[config.mk]
export PLATFORM = sky130hd
export DESIGN_NAME = mlse_top
export DESIGN_NICKNAME = d
export VERILOG_FILES = /design/src/mlse_pkg.sv /design/src/mlse_sync.sv /design/src/mlse_top.sv
export VERILOG_INCLUDE_DIRS = /design/src
export SDC_FILE = /design/constraint.sdc
export NUM_CORES = 1
export LEC_CHECK = 0
export BUFFER_PORTS_ARGS = -buffer_cell sky130_fd_sc_hd__buf_2
export CAP_MARGIN = 20
export CORE_ASPECT_RATIO = 1.25
export CORE_UTILIZATION = 29
export CTS_BUF_LIST = sky130_fd_sc_hd__clkbuf_16
export DETAILED_ROUTE_END_ITERATION = 8
export GPL_TIMING_DRIVEN = 0
export SYNTH_ARGS = -nofsm -noshare
export SYNTH_HDL_FRONTEND = slang
export SYNTH_HIERARCHICAL = 1
export SYNTH_SLANG_ARGS = --single-unit
[constraint.sdc]
create_clock -name MCLK_I -period 2.9 [get_ports MCLK_I]
set_clock_uncertainty 0.15 [all_clocks]
set_input_delay 0.29 -clock MCLK_I [delete_from_list [all_inputs] [get_ports MCLK_I]]
set_output_delay 0.29 -clock MCLK_I [all_outputs]
set_load 0.005 [all_outputs]
[src/mlse_defines.svh]
/*
  Register offsets, field positions and reset values of the link status
  and event block. Assumes byte addresses on a 32-bit APB.
*/
`ifndef MLSE_DEFINES_SVH
`define MLSE_DEFINES_SVH

// ----------------------------------------------------------------------
// Register byte offsets
// ----------------------------------------------------------------------
`define MLSE_OFS_PHY_LINK_STATE   8'h00
`define MLSE_OFS_LINK_EVT_RAW     8'h04
`define MLSE_OFS_LINK_EVT_MASKED  8'h08
`define MLSE_OFS_USER_EVT_RAW     8'h0C
`define MLSE_OFS_USER_EVT_MASKED  8'h10
`define MLSE_OFS_USER_MASK_SET    8'h14
`define MLSE_OFS_USER_MASK_CLEAR  8'h18
`define MLSE_OFS_MON_SEL_0        8'h1C
`define MLSE_OFS_MON_SEL_1        8'h20

// ----------------------------------------------------------------------
// Field positions
// ----------------------------------------------------------------------
`define MLSE_SEL_ADDR_LSB         0
`define MLSE_SEL_ADDR_MSB         4
`define MLSE_SEL_IRQ_EN_BIT       6

// ----------------------------------------------------------------------
// Reset values
// ----------------------------------------------------------------------
`define MLSE_RST_LINK_STATE       32'h0000_0000
`define MLSE_RST_EVT              2'h0
`define MLSE_RST_SEL_ADDR         5'h00

`endif

[src/mlse_pkg.sv]
/*
  Types of the link status and event block.
  Assumes mlse_defines.svh is available to the design files.
*/
package mlse_pkg;

  // Result of one finished generic status read
  typedef struct packed {
    logic [4:0] addr;
    logic       ack;
    logic       link;
  } mlse_poll_t;

  // One monitored address select channel
  typedef struct packed {
    logic       irq_en;
    logic [4:0] addr;
  } mlse_sel_t;

  // Everything that crosses from the management link side
  typedef struct packed {
    logic       mdc;
    logic       poll_done;
    mlse_poll_t poll;
    logic [1:0] user_done;
  } mlse_link_t;

endpackage

[src/mlse_sync.sv]
/*
  Three-stage synchroniser for a bundle of levels from another domain.
  Assumes the sender holds each level long enough to be sampled twice.
*/
`timescale 1ns/1ps

module mlse_sync #(
  parameter int WIDTH = 1
) (
  input  wire logic             clk_i,
  input  wire logic             rst_i,
  input  wire logic [WIDTH-1:0] async_i,
  output logic      [WIDTH-1:0] sync_o
);

  logic [WIDTH-1:0] meta_r;
  logic [WIDTH-1:0] s2_r;
  logic [WIDTH-1:0] s3_r;
  logic [WIDTH-1:0] out_r;
  logic [WIDTH-1:0] agree;

  // Refused at elaboration, not at run time
  if (WIDTH < 1) begin : g_bad_width
    $error("mlse_sync: WIDTH must be at least 1");
  end

  // A bit moves only once stages two and three agree
  assign agree  = ~(s2_r ^ s3_r);
  assign sync_o = out_r;

  always_ff @(posedge clk_i) begin
    if (rst_i) begin
      meta_r <= '0;
      s2_r   <= '0;
      s3_r   <= '0;
      out_r  <= '0;
    end else begin
      meta_r <= async_i;
      s2_r   <= meta_r;
      s3_r   <= s2_r;
      out_r  <= (agree & s3_r) | (~agree & out_r);
    end
  end

endmodule

[src/mlse_top.sv]
/*
  Link state vector, link change events and user command complete events,
  reached over APB.
  Assumes the frame engine holds poll results and done levels stable for
  one whole management clock period, from one falling MDC edge to the next.
*/
// Functional notes
// A 32-bit link state vector holds one bit per transceiver address, refreshed per status read.
// A status read sets the address bit only when it was acknowledged and reported link.
// A status read clears the address bit on no link or a missing acknowledge.
// Writes to the link state vector are ignored and it resets to zero.
// A raw link change bit is set when the state of a monitored address changes, bit n for select n.
// Writing one clears a raw link change bit and writing zero leaves it.
// A masked link change bit is set only for a raw event whose enable is set, and write one clears it.
// Masked link change bit n belongs to monitored select n as the raw bits do.
// Raw command complete bit n is set when user channel n finishes its transaction.
// Writing one clears a raw command complete bit and writing zero leaves it.
// Bits 31 to 2 of the four event registers read as zero.
// A masked command complete bit is set only for a raw event with its mask enabled, write one clears.
// Mask set enables and mask clear disables a channel per bit written one, zeros do nothing.
// A change is found by comparing the new bit of a monitored address with its stored value.
// Link and user interrupt outputs are high while any matching masked bit is set.
`timescale 1ns/1ps
`include "mlse_defines.svh"

module mlse_top (
  input  wire logic        MCLK_I,
  input  wire logic        RESET_I,
  // APB slave
  input  wire logic        PSEL_I,
  input  wire logic        PENABLE_I,
  input  wire logic        PWRITE_I,
  input  wire logic [7:0]  PADDR_I,
  input  wire logic [31:0] PWDATA_I,
  output logic      [31:0] PRDATA_O,
  output logic             PREADY_O,
  output logic             PSLVERR_O,
  // Management link side
  input  wire logic        MDC_I,
  input  wire logic        POLL_DONE_I,
  input  wire logic [4:0]  POLL_ADDR_I,
  input  wire logic        POLL_ACK_I,
  input  wire logic        POLL_LINK_I,
  input  wire logic [1:0]  USER_DONE_I,
  // Towards the frame engine and the system
  output logic      [4:0]  MON_SEL0_ADDR_O,
  output logic      [4:0]  MON_SEL1_ADDR_O,
  output logic             LINK_IRQ_O,
  output logic             USER_IRQ_O
);

  // ----------------------------------------------------------------------
  // Link side crossing
  // ----------------------------------------------------------------------
  localparam int LINK_W = $bits(mlse_pkg::mlse_link_t);

  mlse_pkg::mlse_link_t link_async;
  mlse_pkg::mlse_link_t link_sync;
  logic                 mdc_prev_r;
  logic                 mdc_rise;
  logic                 poll_evt;
  logic [1:0]           user_evt;

  assign link_async = '{mdc:       MDC_I,
                        poll_done: POLL_DONE_I,
                        poll:      '{addr: POLL_ADDR_I,
                                     ack:  POLL_ACK_I,
                                     link: POLL_LINK_I},
                        user_done: USER_DONE_I};

  mlse_sync #(
    .WIDTH (LINK_W)
  ) u_sync (
    .clk_i   (MCLK_I),
    .rst_i   (RESET_I),
    .async_i (link_async),
    .sync_o  (link_sync)
  );

  // One rising MDC edge per period, so a done level yields one event
  assign mdc_rise = link_sync.mdc & ~mdc_prev_r;
  assign poll_evt = mdc_rise & link_sync.poll_done;
  assign user_evt = {2{mdc_rise}} & link_sync.user_done;

  // ----------------------------------------------------------------------
  // APB decode
  // ----------------------------------------------------------------------
  logic        setup_ph;
  logic        wr_acc;
  logic        hit_state;
  logic        hit_lraw;
  logic        hit_lmsk;
  logic        hit_uraw;
  logic        hit_umsk;
  logic        hit_mset;
  logic        hit_mclr;
  logic        hit_sel0;
  logic        hit_sel1;
  logic        hit_any;
  logic [1:0]  wr_low;

  function automatic logic wr_hit(input logic en, input logic hit);
    wr_hit = en & hit;
  endfunction

  assign setup_ph  = PSEL_I & ~PENABLE_I;
  // Write lands at the access edge, where pready is already high
  assign wr_acc    = PSEL_I & PENABLE_I & PWRITE_I & PREADY_O;
  assign hit_state = (PADDR_I == `MLSE_OFS_PHY_LINK_STATE);
  assign hit_lraw  = (PADDR_I == `MLSE_OFS_LINK_EVT_RAW);
  assign hit_lmsk  = (PADDR_I == `MLSE_OFS_LINK_EVT_MASKED);
  assign hit_uraw  = (PADDR_I == `MLSE_OFS_USER_EVT_RAW);
  assign hit_umsk  = (PADDR_I == `MLSE_OFS_USER_EVT_MASKED);
  assign hit_mset  = (PADDR_I == `MLSE_OFS_USER_MASK_SET);
  assign hit_mclr  = (PADDR_I == `MLSE_OFS_USER_MASK_CLEAR);
  assign hit_sel0  = (PADDR_I == `MLSE_OFS_MON_SEL_0);
  assign hit_sel1  = (PADDR_I == `MLSE_OFS_MON_SEL_1);
  assign hit_any   = hit_state | hit_lraw | hit_lmsk | hit_uraw | hit_umsk
                   | hit_mset | hit_mclr | hit_sel0 | hit_sel1;
  assign wr_low    = PWDATA_I[1:0];

  // ----------------------------------------------------------------------
  // Link state vector
  // ----------------------------------------------------------------------
  logic [31:0]           link_state_r;
  logic [31:0]           link_state_nxt;
  logic                  new_bit;
  logic                  old_bit;
  mlse_pkg::mlse_sel_t   sel_r   [2];
  mlse_pkg::mlse_sel_t   sel_nxt [2];
  logic [1:0]            link_chg;

  assign new_bit = link_sync.poll.ack & link_sync.poll.link;
  assign old_bit = link_state_r[link_sync.poll.addr];

  // Software writes never reach this vector
  always_comb begin
    link_state_nxt = link_state_r;
    if (poll_evt) begin
      link_state_nxt[link_sync.poll.addr] = new_bit;
    end
  end

  // Compare against the stored bit before it is overwritten
  assign link_chg[0] = poll_evt & (link_sync.poll.addr == sel_r[0].addr)
                     & (new_bit != old_bit);
  assign link_chg[1] = poll_evt & (link_sync.poll.addr == sel_r[1].addr)
                     & (new_bit != old_bit);

  // ----------------------------------------------------------------------
  // Monitored address selects
  // ----------------------------------------------------------------------
  function automatic mlse_pkg::mlse_sel_t sel_from(input logic [31:0] d);
    sel_from.addr   = d[`MLSE_SEL_ADDR_MSB:`MLSE_SEL_ADDR_LSB];
    sel_from.irq_en = d[`MLSE_SEL_IRQ_EN_BIT];
  endfunction

  function automatic logic [31:0] sel_to(input mlse_pkg::mlse_sel_t s);
    sel_to = '0;
    sel_to[`MLSE_SEL_ADDR_MSB:`MLSE_SEL_ADDR_LSB] = s.addr;
    sel_to[`MLSE_SEL_IRQ_EN_BIT] = s.irq_en;
  endfunction

  assign sel_nxt[0] = wr_hit(wr_acc, hit_sel0) ? sel_from(PWDATA_I) : sel_r[0];
  assign sel_nxt[1] = wr_hit(wr_acc, hit_sel1) ? sel_from(PWDATA_I) : sel_r[1];

  // ----------------------------------------------------------------------
  // Event registers
  // ----------------------------------------------------------------------
  logic [1:0] link_raw_r;
  logic [1:0] link_raw_nxt;
  logic [1:0] link_msk_r;
  logic [1:0] link_msk_nxt;
  logic [1:0] link_en;
  logic [1:0] user_raw_r;
  logic [1:0] user_raw_nxt;
  logic [1:0] user_msk_r;
  logic [1:0] user_msk_nxt;
  logic [1:0] user_en_r;
  logic [1:0] user_en_nxt;
  logic [1:0] clr_lraw;
  logic [1:0] clr_lmsk;
  logic [1:0] clr_uraw;
  logic [1:0] clr_umsk;

  // Sticky flag: a fresh event beats a clear in the same cycle
  function automatic logic [1:0] w1c(input logic [1:0] cur, input logic [1:0] set,
                                     input logic [1:0] clr);
    w1c = set | (cur & ~clr);
  endfunction

  assign clr_lraw = {2{wr_hit(wr_acc, hit_lraw)}} & wr_low;
  assign clr_lmsk = {2{wr_hit(wr_acc, hit_lmsk)}} & wr_low;
  assign clr_uraw = {2{wr_hit(wr_acc, hit_uraw)}} & wr_low;
  assign clr_umsk = {2{wr_hit(wr_acc, hit_umsk)}} & wr_low;
  assign link_en  = {sel_r[1].irq_en, sel_r[0].irq_en};

  assign link_raw_nxt = w1c(link_raw_r, link_chg, clr_lraw);
  assign link_msk_nxt = w1c(link_msk_r, link_chg & link_en, clr_lmsk);
  assign user_raw_nxt = w1c(user_raw_r, user_evt, clr_uraw);
  assign user_msk_nxt = w1c(user_msk_r, user_evt & user_en_r, clr_umsk);

  // Set and clear in one cycle is impossible, one address per access
  assign user_en_nxt = wr_hit(wr_acc, hit_mset) ? (user_en_r | wr_low)
                     : wr_hit(wr_acc, hit_mclr) ? (user_en_r & ~wr_low)
                     : user_en_r;

  // ----------------------------------------------------------------------
  // Read mux
  // ----------------------------------------------------------------------
  logic [31:0] rd_data;

  always_comb begin
    rd_data = '0;
    if (hit_state) begin
      rd_data = link_state_r;
    end else if (hit_lraw) begin
      rd_data[1:0] = link_raw_r;
    end else if (hit_lmsk) begin
      rd_data[1:0] = link_msk_r;
    end else if (hit_uraw) begin
      rd_data[1:0] = user_raw_r;
    end else if (hit_umsk) begin
      rd_data[1:0] = user_msk_r;
    end else if (hit_mset | hit_mclr) begin
      rd_data[1:0] = user_en_r;
    end else if (hit_sel0) begin
      rd_data = sel_to(sel_r[0]);
    end else if (hit_sel1) begin
      rd_data = sel_to(sel_r[1]);
    end
  end

  // ----------------------------------------------------------------------
  // Registers
  // ----------------------------------------------------------------------
  always_ff @(posedge MCLK_I) begin
    if (RESET_I) begin
      link_state_r <= `MLSE_RST_LINK_STATE;
      mdc_prev_r   <= 1'b0;
      link_raw_r   <= `MLSE_RST_EVT;
      link_msk_r   <= `MLSE_RST_EVT;
      user_raw_r   <= `MLSE_RST_EVT;
      user_msk_r   <= `MLSE_RST_EVT;
      user_en_r    <= `MLSE_RST_EVT;
      sel_r[0]     <= '{irq_en: 1'b0, addr: `MLSE_RST_SEL_ADDR};
      sel_r[1]     <= '{irq_en: 1'b0, addr: `MLSE_RST_SEL_ADDR};
    end else begin
      link_state_r <= link_state_nxt;
      mdc_prev_r   <= link_sync.mdc;
      link_raw_r   <= link_raw_nxt;
      link_msk_r   <= link_msk_nxt;
      user_raw_r   <= user_raw_nxt;
      user_msk_r   <= user_msk_nxt;
      user_en_r    <= user_en_nxt;
      sel_r[0]     <= sel_nxt[0];
      sel_r[1]     <= sel_nxt[1];
    end
  end

  // Answer registered at setup: zero wait states, access lasts one cycle
  always_ff @(posedge MCLK_I) begin
    if (RESET_I) begin
      PRDATA_O  <= 32'h0000_0000;
      PREADY_O  <= 1'b0;
      PSLVERR_O <= 1'b0;
    end else begin
      PREADY_O  <= setup_ph;
      PSLVERR_O <= setup_ph & ~hit_any;
      if (setup_ph) begin
        PRDATA_O <= (PWRITE_I | ~hit_any) ? 32'h0000_0000 : rd_data;
      end
    end
  end

  // Interrupt lines take the masked flags' next values, so they change on the same edge as the flags
  always_ff @(posedge MCLK_I) begin
    if (RESET_I) begin
      LINK_IRQ_O      <= 1'b0;
      USER_IRQ_O      <= 1'b0;
      MON_SEL0_ADDR_O <= `MLSE_RST_SEL_ADDR;
      MON_SEL1_ADDR_O <= `MLSE_RST_SEL_ADDR;
    end else begin
      LINK_IRQ_O      <= |link_msk_nxt;
      USER_IRQ_O      <= |user_msk_nxt;
      MON_SEL0_ADDR_O <= sel_nxt[0].addr;
      MON_SEL1_ADDR_O <= sel_nxt[1].addr;
    end
  end

endmodule

### Word-level counts from Yosys, hierarchy flattened

Memory sizes are Yosys's and may differ from the RTL's.
Cells that the tools add are included.

* order comparisons: 2
* mux-type cells: 28
* reductions and logical operators: 5
* add/sub/neg operators: 0
* divide/modulo/power cells: 0
* multiply operators: 0
* shift operators: 0
* eq/ne operators: 11
* bitwise operators: 63

Operator list (count)
* $mux 30: 5
* $mux 32: 3
* $bwmux 32: 1
* $eq 8x5->1 const B: 4
* $and 2x2->2: 12
* $mux 6: 4
* $and 11x11->11: 2
* $not 11->11: 2
* $and 1x1->1: 20
* $eq 8x4->1 const B: 2
* $mux 2: 7
* $or 1x1->1: 12
* $or 11x11->11: 1
* $xor 11x11->11: 1
* $eq 5x5->1: 2
* $not 2->2: 5
* $or 2x2->2: 5
* $eq 8x3->1 const B: 1
* $eq 8x6->1 const B: 1
* $logic_not 8->1: 1
* $mux 7: 1
* $lt 5x6->1 const B: 1
* $bmux 1 s5: 1
* $demux 1 s5: 1
* other kinds (7): 14

* bits in read-only memories: 0
* bits in writable memories: 12
* register bits: 133
* logic and storage cells: 128
* bits in latches: 0
* memories: 1
* input port bits: 56
* output and inout port bits: 46

Memory list
* sel_r: words 2, width 6, read ports 2, clocked after memory_dff 0, write ports 2, RTL line mlse_top.sv:129 `mlse_pkg::mlse_sel_t sel_r [2];`

### Longest topological paths before layout

* word-level depth: 12
* gate-level depth with buffers: 8
* depth with buffers taken out: 6

### Modules after synthesis

Netlist, hierarchy kept.

Modules (own cells, without submodules)
* mlse_top: area an instance 4236.6 sq um, cells an instance 508, seq. area each 1821.7 sq um, instances 1
* mlse_sync: area an instance 1293.7 sq um, cells an instance 114, seq. area each 880.8 sq um, instances 1

### Least setup slack after synthesis

No wires, ideal clock.

* kind: input to register
* start: in PADDR_I[2]
* end: reg PRDATA_O[0]
* setup time: 0.070 ns
* data required time: 2.680 ns
* stages on the path: 7
* setup slack: 0.961 ns
* arrival time: 1.719 ns
* path buffers: 1
* path through: buf_4 -> nor3_1 -> xor2_1 -> nor4b_1 -> nand2_1 -> or4_1 -> a21oi_1

* cells in the longest elaborated chain, start to end: 12
* elaborated cells between the ends (all ways): 29
* classes of those cells: eq/ne (8); mux (9); bitwise (11); reduce/logical (1)

Ends and longest elaborated chain
* start, declared: RTL line mlse_top.sv:33 `input wire logic [7:0] PADDR_I,`
* $eq 8x3->1 (no source line) / $logic_not 8->1 (equally long branches)
* $or 1x1->1 (4 in a row): RTL line mlse_top.sv:118 `assign hit_any = hit_state | hit_lraw | hit_lmsk | hit_uraw | hit_umsk`
* $or 1x1->1 (4 in a row): RTL line mlse_top.sv:119 `| hit_mset | hit_mclr | hit_sel0 | hit_sel1;`
* $not 1->1: RTL line mlse_top.sv:271 `PRDATA_O <= (PWRITE_I | ~hit_any) ? 32'h0000_0000 : rd_data;`
* $or 1x1->1: RTL line mlse_top.sv:271
* $mux 32 (*): RTL line mlse_top.sv:271
* end signal, assigned: RTL line mlse_top.sv:271
* end, declared: RTL line mlse_top.sv:35 `output logic [31:0] PRDATA_O,`

Every way passes the cells marked *; elsewhere a longest branch is shown, timed or not.
A chain may end at the register's enable or synchronous reset.

==> results.py <==
metrics = {
    "synth": {
        "syn_area_um2": 5530,
        "ys_seq_elements": 135,
        "synth_commonest_cells": "dfxtp_1, nor2_1, nand2_1",
        "syn_nets": 678,
        "yosysMostFrequentCell": "dfxtp_1",
        "synth_cells": 622,
        "avgSynthCellArea_um2": 8.891,
        "synth_edf_count": 0,
        "async_flop_share": 0,
        "synth_area_leaders": "dfxtp_1, mux2i_1, nor2_1",
        "synth_cell_types": 48,
        "synth_top_area_frac": 0.4887,
        "yosysWarnings": 6,
        "ys.flop_type": "dfxtp_1",
        "ys_seq_area_frac": 0.4887,
        "synth_top_cell_by_area": "dfxtp_1",
    },
    "hold_path": {
        "hold_path.class": "in2reg",
        "holdPathEnd": "user_msk_r[0]",
        "hold_depth": 2,
        "min_from": "RESET_I",
    },
    "finish": {
        "multi_input_comb_area_um2": 2610,
        "seqCellArea_um2": 2703,
        "syn_to_final_growth_pct": 25.32,
        "fillers": 1902,
        "drive_gt1_frac": 0.1788,
        "nets": 788,
        "final_area_um2": 6930,
        "antenna-diode-count": 0,
        "finalNonFillerCells": 976,
    },
    "sta": {
        "final-max-slew-violation-count": 0,
        "setup_slack_ns": 0.3753,
        "setup_violations": 0,
        "fmax_mhz": 396.1,
        "rsz0062_at_grt": "false",
        "setup_tns_ns": 0,
        "hold_ws_ns": 0.1096,
        "max_slew.worst_pin.slew_ns": 0.7201,
        "fin_crit_sh": 0.8706,
        "relSlewSlack": 0.5075,
        "hold_viol": 0,
        "timing.final.crit_period_ns": 2.525,
    },
    "floorplanning": {
        "start_util": 0.2956,
        "die_y_um": 156.4,
        "num_rows": 56,
        "die_area_um2": 19630,
        "die-width_um": 125.5,
        "io_pins": 102,
        "core_area_um2": 18710,
    },
    "routing": {
        "first_iter_violations": 295,
        "drc": 6,
        "dr_total_vias": 4682,
        "drtAntennaViolNets": 0,
        "wl_um": 14550,
        "first_pass_iters": 7,
        "wl_per_cell_um": 14.90,
        "vias_per_cell": 4.797,
    },
    "critical_path": {
        "slowest_stage": "dfxtp_1",
        "startpoint_type": "register",
        "r2r_slack_ns": 0.38,
        "reg2reg_depth": 7,
        "r2r-end": "LINK_IRQ_O",
        "required_ns": 3.02,
        "cp_num_buf_inv": 1,
        "worst-setup-path-type": "reg2reg",
        "arrival_ns": 2.65,
        "cpLargestDelayFamily": "compound AO/OA/AOI/OAI gates",
        "crit_path_max_incr_delay_ns": 0.46,
        "path_max_fanout": 10,
        "cp-end-kind": "register",
        "worstPathCellList": "buf_4 -> mux2i_1 -> o22ai_1 -> nor4_1 -> xnor2_1 -> a22oi_2 -> a31oi_1",
    },
    "job": {
        "maxCapViolCount": 0,
    },
    "placed_design": {
        "place_hpwl_um": 10530,
        "dp_worst_setup_slack_ns": 0.3869,
        "dp_cells": 928,
        "routabilityCongestion": 0.8997,
        "place.port_buffers": 74,
        "dpl_cell_area_um2": 6191,
    },
    "grt": {
        "gr-total-overflow": 0,
        "grt_max_degree": 17,
        "grt_pass1_wl_um": 23290,
        "grt_pass1_vias": 4542,
        "antenna_found_initial": 0,
        "grt_use_total": 0.1546,
    },
    "clocking": {
        "cts_setup_buffers": 0,
        "cts_resized": 0,
        "clk_pin_slew_worst_paths_ns": 0.06,
        "clockBufferDepth": 2,
        "cts_sinks": 135,
        "h-tree-depth": 4,
        "cts_tree": "yes",
        "cts_buffers": 17,
        "root_buffer": "clkbuf_16",
        "worstSkewPairLatency_ns": 0.43,
    },
    "status": {
        "status": "finished with violations",
        "violations": "DRC",
    },
    "power_and_ir_drop": {
        "p_per_area_nw_per_um2": 594.5,
        "p_leak_nw": 2.603,
        "vdd_drop_max_mv": 0.3621,
    },
}
[layer usage]
| layer | global-route usage | part of all wire |
|---|---|---|
| met4 | 0.08885 | 0.031 |
| met1 | 0.1717 | 0.43 |
| met5 | 0 | 0 |
| met3 | 0.04513 | 0.048 |
| met2 | 0.2640 | 0.49 |
[cell type report]
| type | instances | share of cell area |
|---|---|---|
| Sequential cell | 135 | 0.3900 |
| Multi-Input combinational cell | 442 | 0.3766 |
| Timing Repair Buffer | 91 | 0.07799 |
| Clock buffer | 17 | 0.06138 |
| Tap cell | 232 | 0.04188 |
| Buffer | 43 | 0.03033 |
| Clock inverter | 14 | 0.02076 |
| Inverter | 2 | 0.001083 |
[power by group]
part	switching, mW	total (mW)	internal [mW]
Combinational	0.0854	0.147	0.0615
Clock	0.770	2.09	1.32
Sequential	0.00706	1.88	1.88
[how the worst max path moves through the flow]
stage,cells after the start,to,start
after CTS,7,LINK_IRQ_O,register
after floorplan,7,PRDATA_O[0],PADDR_I[2]
after detailed placement,7,LINK_IRQ_O,register
final,7,LINK_IRQ_O,register
after global placement,7,LINK_IRQ_O,register
after global routing,7,LINK_IRQ_O,register
[through the flow]
step                power, mW    util
floorplan               1.994       -
detailed placement      2.054  0.3309
global route            4.268  0.3705
finish                  4.120  0.3705
global placement        2.053  0.3309
CTS                     4.170  0.3705
[registers in the layout, summed over array words and instances (netlist names), 3 cells and up, named ones only]
register and cells:
u_sync/s2_r 11, MON_SEL1_ADDR_O 5, u_sync/s3_r 11, link_state_r 32
PRDATA_O 32, sel_r 3, MON_SEL0_ADDR_O 4, u_sync/meta_r 11
[cell usage in the layout (no fill, tap or decap), types with 27 or more instances in the layout]
master,n
dfxtp_1,135
nand2_1,67
nor2_1,75
nor2b_1,35
clkbuf_1,27
nand3_1,27
a21oi_1,48
buf_2,83
a22oi_1,28
o21ai_0,29
mux2i_1,35
[logic make-up (layout without fill, tap and decap cells)]
family          after synthesis  in the layout  share of synthesized area
simple gates                256            256                     0.2326
compound gates              137            137                     0.1538
flops                       135            135                     0.4887
buf+inv                      45            167                    0.03936
mux                          35             35                    0.06335
xor+xnor                     14             14                    0.02217
[timing repair]
action,4_1_cts,5_1_grt
hold buffers,17,0
hold endpoints to repair,23,0
setup endpoints to repair,0,0
Note: power is estimated with default switching activity, not from simulation.
